### src/logic/hss_pkg.sv
// Package of constants and types for the high-side switch control block
//
// Contract
// - Each output is driven by its own setting, a timer, or a PWM generator.
// - Configuration writes are taken only in normal mode; held in stop and sleep.
// - Every output is disabled in restart and fail-safe modes.
// - After restart or fail-safe, software may re-enable outputs once the fault clears.
// - Supply over-voltage switches on outputs off; they return per recovery setting.
// - Supply under-voltage switches outputs off; they return per recovery setting.
// - Two control bits disable over-voltage and under-voltage shutdown independently.
// - Recovery set restores programmed state; otherwise outputs stay off, codes cleared.
// - Supply faults show only in the two supply flags, no other error flag.
// - Output switches off when over-current lasts longer than the filter time.
// - Over-current shutdown sets the output's flag and forces its code to 000.
// - Over-current flags stay set until software clears them.
// - Open load on an on output sets its flag and keeps the output on.
// - Open-load flags stay set until software clears them.
// - In stop and sleep, outputs run and all protections stay active.
// - Over-current filter time is 16 microseconds.
// - Open-load filter time is 64 microseconds.
// - Two 8-bit PWM generators at 200 Hz or 400 Hz, assignable to any output.
package hss_pkg;
   // ----------------------------------------------------------------
   // Timing
   // ----------------------------------------------------------------
   localparam int CLK_MHZ       = 200;
   localparam int OC_FILT_US    = 16;
   localparam int OL_FILT_US    = 64;
   localparam int OC_FILT_CYC   = OC_FILT_US * CLK_MHZ;
   localparam int OL_FILT_CYC   = OL_FILT_US * CLK_MHZ;
   localparam int PWM_HZ_LO     = 200;
   localparam int PWM_HZ_HI     = 400;
   localparam int PWM_STEP_LO   = (CLK_MHZ * 1000000) / (PWM_HZ_LO * 256);
   localparam int PWM_STEP_HI   = (CLK_MHZ * 1000000) / (PWM_HZ_HI * 256);
   // ----------------------------------------------------------------
   // Register byte addresses
   // ----------------------------------------------------------------
   localparam logic [7:0] ADDR_CTRL_LOW   = 8'h00;
   localparam logic [7:0] ADDR_CTRL_HIGH  = 8'h04;
   localparam logic [7:0] ADDR_SUPPLY_CFG = 8'h08;
   localparam logic [7:0] ADDR_OC_STATUS  = 8'h0C;
   localparam logic [7:0] ADDR_OL_STATUS  = 8'h10;
   localparam logic [7:0] ADDR_PWM1       = 8'h14;
   localparam logic [7:0] ADDR_PWM2       = 8'h18;
   localparam logic [7:0] ADDR_PWM_FREQ   = 8'h1C;
   localparam logic [7:0] ADDR_SUPPLY_ST  = 8'h20;
   // ----------------------------------------------------------------
   // Field positions and reset values
   // ----------------------------------------------------------------
   localparam int          CFG_W        = 3;
   localparam int          BIT_OV_DIS   = 0;
   localparam int          BIT_UV_DIS   = 1;
   localparam int          BIT_RECOVER  = 2;
   localparam int          BIT_OV_FLAG  = 0;
   localparam int          BIT_UV_FLAG  = 1;
   localparam logic [2:0]  CFG_RST      = 3'h0;
   localparam logic [2:0]  SUPPLY_RST   = 3'h0;
   localparam logic [7:0]  DUTY_RST     = 8'h00;
   // Source codes
   localparam logic [2:0]  SRC_OFF      = 3'h0;
   localparam logic [2:0]  SRC_ON       = 3'h1;
   localparam logic [2:0]  SRC_TIMER1   = 3'h2;
   localparam logic [2:0]  SRC_TIMER2   = 3'h3;
   localparam logic [2:0]  SRC_PWM1     = 3'h4;
   localparam logic [2:0]  SRC_PWM2     = 3'h5;
   // Chip modes
   typedef enum logic [2:0] {
      MODE_NORMAL, MODE_STOP, MODE_SLEEP, MODE_RESTART, MODE_FAILSAFE
   } hss_mode_e;
endpackage

### src/logic/hss_chan_if.sv
// Interface carrying one output channel's filter signals
`timescale 1ns/1ps
`default_nettype none
interface hss_chan_if;
   logic on;    // Output is driven on
   logic cond;  // Raw synchronised condition
   logic hit;   // Filtered condition, high while it persists past the count
   modport filt (input on, input cond, output hit);
   modport ctrl (output on, output cond, input hit);
endinterface
`default_nettype wire

### src/logic/hss_filter.sv
// Persistence filter: stays high while a condition holds while on, once held for a count
`timescale 1ns/1ps
`default_nettype none
module hss_filter #(
   parameter int COUNT = 16
) (
   input  wire logic   i_mclk,   // Clock
   input  wire logic   i_rst_n,  // Sync reset, active low
   input  wire logic   i_ce,     // Clock enable
   hss_chan_if.filt    ch        // Channel signals
);
   localparam int CW = $clog2(COUNT + 1);
   logic [CW-1:0] cnt_q;
   // Count while the condition persists; restart when it drops
   always_ff @(posedge i_mclk) begin
      if (!i_rst_n) begin
         cnt_q <= '0;
      end else if (i_ce) begin
         if (!(ch.on && ch.cond)) begin
            cnt_q <= '0;
         end else if (cnt_q != CW'(COUNT)) begin
            cnt_q <= cnt_q + 1'b1;
         end
      end
   end
   assign ch.hit = ch.on && ch.cond && (cnt_q == CW'(COUNT));
endmodule
`default_nettype wire

### src/logic/hss_top.sv
// High-side switch control: sources, supply and load protection, APB registers
`timescale 1ns/1ps
`default_nettype none
module hss_top #(
   parameter int NUM_OUT   = 4,
   parameter int OC_CYCLES = hss_pkg::OC_FILT_CYC,
   parameter int OL_CYCLES = hss_pkg::OL_FILT_CYC,
   parameter int PWM_LO    = hss_pkg::PWM_STEP_LO,
   parameter int PWM_HI    = hss_pkg::PWM_STEP_HI
) (
   input  wire logic               i_mclk,     // 200 MHz clock
   input  wire logic               i_rst_n,    // Sync reset, active low
   input  wire logic               i_ce,       // Clock enable
   input  wire logic               i_psel,     // APB select
   input  wire logic               i_penable,  // APB enable
   input  wire logic               i_pwrite,   // APB write
   input  wire logic [7:0]         i_paddr,    // APB byte address
   input  wire logic [31:0]        i_pwdata,   // APB write data
   output logic      [31:0]        o_prdata,   // APB read data
   output logic                    o_pready,   // APB ready
   output logic                    o_pslverr,  // APB error
   input  wire logic [2:0]         i_mode,     // Chip mode code
   input  wire logic [1:0]         i_timer,    // Timer 1/2 outputs
   input  wire logic               i_supply_ov,// Switch supply over-voltage
   input  wire logic               i_supply_uv,// Switch supply under-voltage
   input  wire logic [NUM_OUT-1:0] i_oc,       // Load over-current comparators
   input  wire logic [NUM_OUT-1:0] i_ol,       // Load open-load comparators
   output logic      [NUM_OUT-1:0] o_switch_on // Load switch drive
);
   // ----------------------------------------------------------------
   // Input synchronisers
   // ----------------------------------------------------------------
   localparam int SW = 2 * NUM_OUT + 4;
   logic [SW-1:0] sync1_q;
   logic [SW-1:0] sync2_q;
   // Two stages for all analog comparator inputs
   always_ff @(posedge i_mclk) begin
      if (!i_rst_n) begin
         sync1_q <= '0;
         sync2_q <= '0;
      end else if (i_ce) begin
         sync1_q <= {i_oc, i_ol, i_timer, i_supply_ov, i_supply_uv};
         sync2_q <= sync1_q;
      end
   end
   logic [NUM_OUT-1:0] oc_s;
   logic [NUM_OUT-1:0] ol_s;
   logic [1:0]         timer_s;
   logic               ov_s;
   logic               uv_s;
   assign {oc_s, ol_s, timer_s, ov_s, uv_s} = sync2_q;

   // ----------------------------------------------------------------
   // Mode decode
   // ----------------------------------------------------------------
   hss_pkg::hss_mode_e mode;
   logic               normal;
   logic               shut_mode;
   assign mode      = hss_pkg::hss_mode_e'(i_mode);
   assign normal    = (mode == hss_pkg::MODE_NORMAL);
   assign shut_mode = (mode == hss_pkg::MODE_RESTART) || (mode == hss_pkg::MODE_FAILSAFE);

   // ----------------------------------------------------------------
   // APB decode
   // ----------------------------------------------------------------
   logic wr;
   logic rd;
   logic mapped;
   assign wr       = i_psel && i_penable && i_pwrite && i_ce;
   assign rd       = i_psel && i_penable && !i_pwrite && i_ce;
   assign o_pready = 1'b1;
   always_comb begin
      case (i_paddr)
         hss_pkg::ADDR_CTRL_LOW, hss_pkg::ADDR_CTRL_HIGH, hss_pkg::ADDR_SUPPLY_CFG,
         hss_pkg::ADDR_OC_STATUS, hss_pkg::ADDR_OL_STATUS, hss_pkg::ADDR_PWM1,
         hss_pkg::ADDR_PWM2, hss_pkg::ADDR_PWM_FREQ, hss_pkg::ADDR_SUPPLY_ST: begin
            mapped = 1'b1;
         end
         default: begin
            mapped = 1'b0;
         end
      endcase
   end
   assign o_pslverr = i_psel && i_penable && !mapped;
   // Configuration writes are accepted only in normal mode
   logic cfg_wr;
   assign cfg_wr = wr && normal;

   // ----------------------------------------------------------------
   // Configuration registers
   // ----------------------------------------------------------------
   logic [2:0] cfg_q [NUM_OUT];
   logic [2:0] supply_cfg_q;
   logic [7:0] duty_q [2];
   logic [1:0] freq_q;
   logic       supply_fault;
   logic       supply_fault_q;
   logic [NUM_OUT-1:0] oc_hit;
   logic [NUM_OUT-1:0] ol_hit;
   // Supply fault tracking: OV and UV gated by their disable bits
   assign supply_fault = (ov_s && !supply_cfg_q[hss_pkg::BIT_OV_DIS])
                      || (uv_s && !supply_cfg_q[hss_pkg::BIT_UV_DIS]);
   always_ff @(posedge i_mclk) begin
      if (!i_rst_n) begin
         supply_fault_q <= 1'b0;
      end else if (i_ce) begin
         supply_fault_q <= supply_fault;
      end
   end
   // Per-output source codes; hardware clears win over software writes
   always_ff @(posedge i_mclk) begin
      if (!i_rst_n) begin
         for (int k = 0; k < NUM_OUT; k++) begin
            cfg_q[k] <= hss_pkg::CFG_RST;
         end
      end else if (i_ce) begin
         for (int k = 0; k < NUM_OUT; k++) begin
            if (cfg_wr && i_paddr == hss_pkg::ADDR_CTRL_LOW && k < 2) begin
               cfg_q[k] <= i_pwdata[k*4 +: 3];
            end
            if (cfg_wr && i_paddr == hss_pkg::ADDR_CTRL_HIGH && k >= 2) begin
               cfg_q[k] <= i_pwdata[(k-2)*4 +: 3];
            end
            if (oc_hit[k]) begin
               cfg_q[k] <= hss_pkg::SRC_OFF;
            end
            if (supply_fault && !supply_fault_q
                && !supply_cfg_q[hss_pkg::BIT_RECOVER]) begin
               cfg_q[k] <= hss_pkg::SRC_OFF;
            end
         end
      end
   end
   // Supply control bits, PWM duty and frequency
   always_ff @(posedge i_mclk) begin
      if (!i_rst_n) begin
         supply_cfg_q <= hss_pkg::SUPPLY_RST;
         duty_q[0]    <= hss_pkg::DUTY_RST;
         duty_q[1]    <= hss_pkg::DUTY_RST;
         freq_q       <= 2'h0;
      end else if (cfg_wr) begin
         case (i_paddr)
            hss_pkg::ADDR_SUPPLY_CFG: begin
               supply_cfg_q <= i_pwdata[2:0];
            end
            hss_pkg::ADDR_PWM1: begin
               duty_q[0] <= i_pwdata[7:0];
            end
            hss_pkg::ADDR_PWM2: begin
               duty_q[1] <= i_pwdata[7:0];
            end
            hss_pkg::ADDR_PWM_FREQ: begin
               freq_q <= i_pwdata[1:0];
            end
            default: begin
            end
         endcase
      end
   end

   // ----------------------------------------------------------------
   // PWM generators
   // ----------------------------------------------------------------
   localparam int PCW = $clog2(PWM_LO + 1);
   logic [PCW-1:0] pre_q [2];
   logic [7:0]     phase_q [2];
   logic [1:0]     pwm;
   // Prescaler per generator, 256 phase steps per period
   always_ff @(posedge i_mclk) begin
      if (!i_rst_n) begin
         for (int g = 0; g < 2; g++) begin
            pre_q[g]   <= '0;
            phase_q[g] <= 8'h00;
         end
      end else if (i_ce) begin
         for (int g = 0; g < 2; g++) begin
            if (pre_q[g] >= PCW'((freq_q[g] ? PWM_HI : PWM_LO) - 1)) begin
               pre_q[g]   <= '0;
               phase_q[g] <= phase_q[g] + 8'h01;
            end else begin
               pre_q[g] <= pre_q[g] + 1'b1;
            end
         end
      end
   end
   assign pwm[0] = phase_q[0] < duty_q[0];
   assign pwm[1] = phase_q[1] < duty_q[1];

   // ----------------------------------------------------------------
   // Output drive and load protection
   // ----------------------------------------------------------------
   logic [NUM_OUT-1:0] drive;
   logic [NUM_OUT-1:0] on_q;
   // Source select, then gate with mode and supply shutdown
   always_comb begin
      for (int k = 0; k < NUM_OUT; k++) begin
         case (cfg_q[k])
            hss_pkg::SRC_ON:     drive[k] = 1'b1;
            hss_pkg::SRC_TIMER1: drive[k] = timer_s[0];
            hss_pkg::SRC_TIMER2: drive[k] = timer_s[1];
            hss_pkg::SRC_PWM1:   drive[k] = pwm[0];
            hss_pkg::SRC_PWM2:   drive[k] = pwm[1];
            default:             drive[k] = 1'b0;
         endcase
      end
   end
   // Registered drive; protections apply in every running mode
   always_ff @(posedge i_mclk) begin
      if (!i_rst_n) begin
         on_q <= '0;
      end else if (i_ce) begin
         on_q <= drive & ~oc_hit & {NUM_OUT{!shut_mode && !supply_fault}};
      end
   end
   assign o_switch_on = on_q;

   // Filters per output, over-current and open-load
   genvar gi;
   generate
      for (gi = 0; gi < NUM_OUT; gi++) begin : g_ch
         hss_chan_if oc_if ();
         hss_chan_if ol_if ();
         assign oc_if.on   = on_q[gi];
         assign oc_if.cond = oc_s[gi];
         assign ol_if.on   = on_q[gi];
         assign ol_if.cond = ol_s[gi];
         assign oc_hit[gi] = oc_if.hit;
         assign ol_hit[gi] = ol_if.hit;
         hss_filter #(.COUNT(OC_CYCLES)) u_oc (
            .i_mclk  (i_mclk),
            .i_rst_n (i_rst_n),
            .i_ce    (i_ce),
            .ch      (oc_if)
         );
         hss_filter #(.COUNT(OL_CYCLES)) u_ol (
            .i_mclk  (i_mclk),
            .i_rst_n (i_rst_n),
            .i_ce    (i_ce),
            .ch      (ol_if)
         );
      end
   endgenerate

   // ----------------------------------------------------------------
   // Status flags
   // ----------------------------------------------------------------
   logic [NUM_OUT-1:0] oc_flag_q;
   logic [NUM_OUT-1:0] ol_flag_q;
   logic [1:0]         sup_flag_q;
   // Sticky load flags: write one to clear, set wins over clear
   always_ff @(posedge i_mclk) begin
      if (!i_rst_n) begin
         oc_flag_q <= '0;
         ol_flag_q <= '0;
      end else if (i_ce) begin
         oc_flag_q <= (oc_flag_q & ~((wr && i_paddr == hss_pkg::ADDR_OC_STATUS)
                      ? i_pwdata[NUM_OUT-1:0] : '0)) | oc_hit;
         ol_flag_q <= (ol_flag_q & ~((wr && i_paddr == hss_pkg::ADDR_OL_STATUS)
                      ? i_pwdata[NUM_OUT-1:0] : '0)) | ol_hit;
      end
   end
   // Supply flags follow the synchronised comparators
   always_ff @(posedge i_mclk) begin
      if (!i_rst_n) begin
         sup_flag_q <= 2'h0;
      end else if (i_ce) begin
         sup_flag_q[hss_pkg::BIT_OV_FLAG] <= ov_s;
         sup_flag_q[hss_pkg::BIT_UV_FLAG] <= uv_s;
      end
   end

   // ----------------------------------------------------------------
   // Read data
   // ----------------------------------------------------------------
   always_ff @(posedge i_mclk) begin
      if (!i_rst_n) begin
         o_prdata <= 32'h0000_0000;
      end else if (i_ce && i_psel && !i_penable && !i_pwrite) begin
         case (i_paddr)
            hss_pkg::ADDR_CTRL_LOW:   o_prdata <= {25'h0, cfg_q[1], 1'b0, cfg_q[0]};
            hss_pkg::ADDR_CTRL_HIGH:  o_prdata <= {25'h0, cfg_q[3], 1'b0, cfg_q[2]};
            hss_pkg::ADDR_SUPPLY_CFG: o_prdata <= {29'h0, supply_cfg_q};
            hss_pkg::ADDR_OC_STATUS:  o_prdata <= {{(32-NUM_OUT){1'b0}}, oc_flag_q};
            hss_pkg::ADDR_OL_STATUS:  o_prdata <= {{(32-NUM_OUT){1'b0}}, ol_flag_q};
            hss_pkg::ADDR_PWM1:       o_prdata <= {24'h0, duty_q[0]};
            hss_pkg::ADDR_PWM2:       o_prdata <= {24'h0, duty_q[1]};
            hss_pkg::ADDR_PWM_FREQ:   o_prdata <= {30'h0, freq_q};
            hss_pkg::ADDR_SUPPLY_ST:  o_prdata <= {30'h0, sup_flag_q};
            default:                  o_prdata <= 32'h0000_0000;
         endcase
      end
   end
   logic unused;
   assign unused = rd;
endmodule
`default_nettype wire

### config.mk
export PLATFORM = sky130hd
export DESIGN_NAME = hss_top
export DESIGN_NICKNAME = d
export VERILOG_FILES = /design/src/logic/hss_pkg.sv /design/src/logic/hss_chan_if.sv /design/src/logic/hss_filter.sv /design/src/logic/hss_top.sv
export SDC_FILE = /design/constraint.sdc
export NUM_CORES = 1
export LEC_CHECK = 0
export ABC_AREA = 1
export BUFFER_PORTS_ARGS = -buffer_cell sky130_fd_sc_hd__buf_2
export CAP_MARGIN = 40
export CELL_PAD_IN_SITES_DETAIL_PLACEMENT = 0
export CELL_PAD_IN_SITES_GLOBAL_PLACEMENT = 1
export CORE_MARGIN = 2
export CORE_UTILIZATION = 35
export CTS_BUF_LIST = sky130_fd_sc_hd__clkbuf_4 sky130_fd_sc_hd__clkbuf_8
export CTS_CLUSTER_SIZE = 12
export DETAILED_ROUTE_END_ITERATION = 6
export PLACE_DENSITY = 0.63
export RECOVER_POWER = 25
export SYNTH_ARGS = -nofsm -noshare
export SYNTH_HDL_FRONTEND = slang
export SYNTH_SLANG_ARGS = --single-unit
export TNS_END_PERCENT = 20
### constraint.sdc
create_clock -name i_mclk -period 6.35 [get_ports i_mclk]
set_clock_uncertainty 0.2 [all_clocks]
set_input_delay 0.635 -clock i_mclk [delete_from_list [all_inputs] [get_ports i_mclk]]
set_output_delay 0.635 -clock i_mclk [all_outputs]
set_load 0.05 [all_outputs]
==> results summary <==
TritonCTS built the clock tree. At the end of routability-driven placement, the weighted congestion stood at ~0.8. The CTS sink count came out at roughly 220. The total I/O pin count came out at 99.

The checks that failed: capacitance limit, slew limit. The run finished, with violations left. The overall fraction of global-route tracks in use came out at 0.183.

At the later pin of the worst-skew pair, clock insertion delay measures about 0.60 ns. The maximum level of the CTS H-tree is 2. The critical path is of the in2reg type.

The pin slew with the least headroom to its limit is about 2.6 ns. After routing, the total negative slack on setup checks comes to 0 ns. The DRC violation total after the first TritonRoute iteration came out at ~520. At the worst endpoint, the required time is roughly 6.6 ns. The starting density of the core came out at 0.355. The area growth from synthesis to layout is 11.0%. The fraction of final layout cells sized beyond drive strength 1 came out at 0.104.

The number of maximum-capacitance constraint violations came out at 1. The share of the Yosys chip area taken by registers is 0.398. The clock passes through at most 3 buffers.

The count of flip-flops with a built-in enable after synthesis came out at between 60 and 70. The number of gates resized after CTS was 0. The placed cell area is about 14000 um2. The highest clock frequency the design can meet came out at between 200 and 300 MHz. The most instantiated flip-flop cell in the synthesis netlist is sky130_fd_sc_hd__dfxtp_1.

The worst setup path is captured at a register. The end-of-flow core utilization is 0.394. The kind of launch point of the worst setup path is an input port.

Setup violations remaining at the end of the flow were counted as 0. The number of max-slew violations in the final report came out at 45. For this run the aggregate overflow at the end of global routing stands at 0. The first global-routing pass estimated 56700 um of wire.

The post-layout net count came out at 1965. The flip-flop and latch count after synthesis came out at around 220. The largest net degree at the start of global routing came out at 45. The final critical path time including I/O delays and setup came out at approximately 4.0 ns.

The number of antenna diodes in the final layout is 0. The count of TritonRoute iterations in the first routing pass came out at 5. The share of flip-flops with an asynchronous set or reset after synthesis is 0. After synthesis, the mean cell area works out to around 7.2 um2.

The total number of vias is 11447. The number of distinct library cells after synthesis came out at 53. For this design the ratio of total power to cell area is between 200 and 250 nW/um2.

After detailed routing, the number of remaining DRC violations is 0. The path type of the worst min-delay path is in2reg. Yosys printed 0 warnings. The register clock-pin slew on the reported worst setup and hold paths came out at about 0.060 ns. The total detailed-routing wirelength came out at 34900 um. The count of input and output buffers came out at between 40 and 50.

In the final routed layout, each cell accounts on average for 14.8 um. Setup repair after global routing left no endpoint under its margin. The leakage power figure came out at roughly 5.6 nW. The total half-perimeter wirelength after legalization and detailed placement came out at 25300 um. The maximum fanout along the worst path came out at 44. The floorplan step set the die width to 197 um. The number of global-route vias before repair is about 11000. The cell count after synthesis came out at 1797. The cell at the root of the clock tree is sky130_fd_sc_hd__clkbuf_8. After floorplanning, the core was sized to cover 36500 um2. The initial antenna violation count is 1. The share of the clock period used by the worst path came out at 0.626. The floorplan has 70 rows. The die footprint came out at 38600 um2. The count of nets left with antenna violations once routing finished came out at 0. The number of buffers added by the clock tree synthesis step is 44. In the routed layout, each cell is associated on average with a via count of between 4 and 5. The worst slew margin relative to its limit came out at -0.749. The synthesized cell area came out at roughly 13000 um2. The arrival time at the worst endpoint is ~4.2 ns. The final cell area excluding filler cells came out at around 14000 um2. The fill cell total of the finished layout came out at a little under 4000. The y dimension of the die is about 200 um. The number of hold violations in the final report is 0. The largest voltage drop on the vdd net came out at 0.127 mV.
==> metal layers <==
metal,GRT usage,part of all wire,vias to the layer above
li1,-,-,5993
met2,0.300,0.44,191
met3,0.0349,0.045,59
met4,0.0592,0.023,2
met1,0.242,0.49,5202
met5,0,0.00037,-
==> logic make-up (layout without fill, tap and decap cells) <==
logic type	count (synthesis)	after routing	synth area share
flops	224	224	0.398
xor+xnor	42	42	0.0284
compound gates	240	240	0.102
simple gates	946	946	0.327
buf+inv	299	374	0.102
other cells	2	25	0.000579
fa+ha+maj	44	44	0.0424
==> repair_timing <==
item                      4_1_cts  5_1_grt
hold endpoints to repair        3        0
hold buffers                    3        0
setup buffers                   0        0
==> critical path: stages <==
cell	delay [ns]
sky130_fd_sc_hd__buf_2	0.32
sky130_fd_sc_hd__inv_1	0.95
sky130_fd_sc_hd__clkbuf_1	1.92
sky130_fd_sc_hd__a21oi_1	0.17
sky130_fd_sc_hd__nand2_1	0.15
sky130_fd_sc_hd__a21oi_1	0.05
==> flip-flops by register name, indices dropped and copies added (netlist names) <==
| name | flops |
|---|---|
| cfg_q | 12 |
| duty_q | 16 |
| freq_q | 2 |
| g_ch.u_oc.cnt_q | 48 |
| g_ch.u_ol.cnt_q | 56 |
| o_prdata | 8 |
| o_switch_on | 4 |
| oc_flag_q | 4 |
| ol_flag_q | 4 |
| phase_q | 16 |
| pre_q | 24 |
| sup_flag_q | 2 |
| supply_cfg_q | 3 |
| supply_fault_q | 1 |
| sync1_q | 12 |
| sync2_q | 12 |
==> power by group <==
part | total [mW] | leakage (nW) | switching [mW] | internal [mW]
Sequential | 1.55 | 1.97 | 0.0327 | 1.51
Clock | 1.55 | 0.499 | 0.656 | 0.894
Combinational | 0.240 | 3.08 | 0.179 | 0.0606
==> final timing paths <==
path,from,to,slack [ns],cells past startpoint
min,i_ol[1],sync1_q[5]$_SDFFE_PN0P_,0.05,3
max,i_rst_n,g_ch[0].u_ol.cnt_q[2]$_SDFFE_PN0P_,2.38,6
max reg2reg,g_ch[3].u_ol.cnt_q[0]$_SDFFE_PN0P_,g_ch[3].u_ol.cnt_q[7]$_SDFFE_PN0P_,2.88,10
min reg2reg,sync1_q[11]$_SDFFE_PN0P_,sync1_q[11]$_SDFFE_PN0P_,0.26,2
==> synthesized netlist by cell type (16+ instances only) <==
cell type / count / share of area
sky130_fd_sc_hd__a21oi_1: 116 / 0.045
sky130_fd_sc_hd__buf_4: 38 / 0.022
sky130_fd_sc_hd__dfxtp_1: 156 / 0.24
sky130_fd_sc_hd__edfxtp_1: 68 / 0.16
sky130_fd_sc_hd__ha_1: 44 / 0.042
sky130_fd_sc_hd__inv_1: 208 / 0.060
sky130_fd_sc_hd__inv_2: 22 / 0.0064
sky130_fd_sc_hd__nand2_1: 410 / 0.12
sky130_fd_sc_hd__nand2_2: 16 / 0.0077
sky130_fd_sc_hd__nand3_1: 115 / 0.044
sky130_fd_sc_hd__nand4_1: 74 / 0.036
sky130_fd_sc_hd__nor2_1: 217 / 0.063
sky130_fd_sc_hd__nor2_2: 17 / 0.0082
sky130_fd_sc_hd__nor3_1: 58 / 0.022
sky130_fd_sc_hd__o21ai_0: 75 / 0.029
sky130_fd_sc_hd__xor2_1: 28 / 0.019
==> cell type report <==
cell class	count	area [um2]	area share
Clock buffer	75	907	0.0630
Clock inverter	6	32.5	0.00226
Inverter	234	885	0.0614
Multi-Input combinational cell	1297	6520	0.453
Sequential cell	224	5160	0.359
Tap cell	468	586	0.0407
Timing Repair Buffer	59	304	0.0211
==> through the flow <==
step                power [mW]  std cells  hold WS, ns  setup WS, ns
floorplan                 1.76       1820        0.228          3.25
global placement          1.82       2276        0.245          2.73
detailed placement        1.82       2279        0.249          2.66
global route              3.49       2363       0.0251          2.06
CTS                       3.40       2363      0.00165          3.30
finish                    3.34       2363       0.0519          2.38
==> layout by cell type (no fill, tap or decap), types with 4 or more instances in the layout <==
master	Yosys	routed
sky130_fd_sc_hd__edfxtp_1	68	68
sky130_fd_sc_hd__nand4_1	74	74
sky130_fd_sc_hd__buf_4	38	4
sky130_fd_sc_hd__clkbuf_1	10	13
sky130_fd_sc_hd__ha_1	44	44
sky130_fd_sc_hd__conb_1	2	25
sky130_fd_sc_hd__nor2_2	17	16
sky130_fd_sc_hd__nand2_2	16	11
sky130_fd_sc_hd__nor2_1	217	219
sky130_fd_sc_hd__clkbuf_8	0	55
sky130_fd_sc_hd__o21ai_0	75	75
sky130_fd_sc_hd__xor2_1	28	28
sky130_fd_sc_hd__a21oi_2	10	10
sky130_fd_sc_hd__nand2_1	410	417
sky130_fd_sc_hd__a211oi_1	7	7
sky130_fd_sc_hd__nor3_2	7	7
sky130_fd_sc_hd__buf_2	12	39
sky130_fd_sc_hd__nor4_1	4	4
sky130_fd_sc_hd__xnor2_1	14	14
sky130_fd_sc_hd__nand3_1	115	115
sky130_fd_sc_hd__clkbuf_4	0	20
sky130_fd_sc_hd__o21ai_1	9	9
sky130_fd_sc_hd__o22ai_1	9	9
sky130_fd_sc_hd__a21oi_1	116	117
sky130_fd_sc_hd__nand3b_1	5	5
sky130_fd_sc_hd__inv_2	22	18
sky130_fd_sc_hd__clkinv_1	2	4
sky130_fd_sc_hd__inv_1	208	212
sky130_fd_sc_hd__nor3_1	58	58
sky130_fd_sc_hd__dfxtp_1	156	156
(Power assumes the default switching activity.)
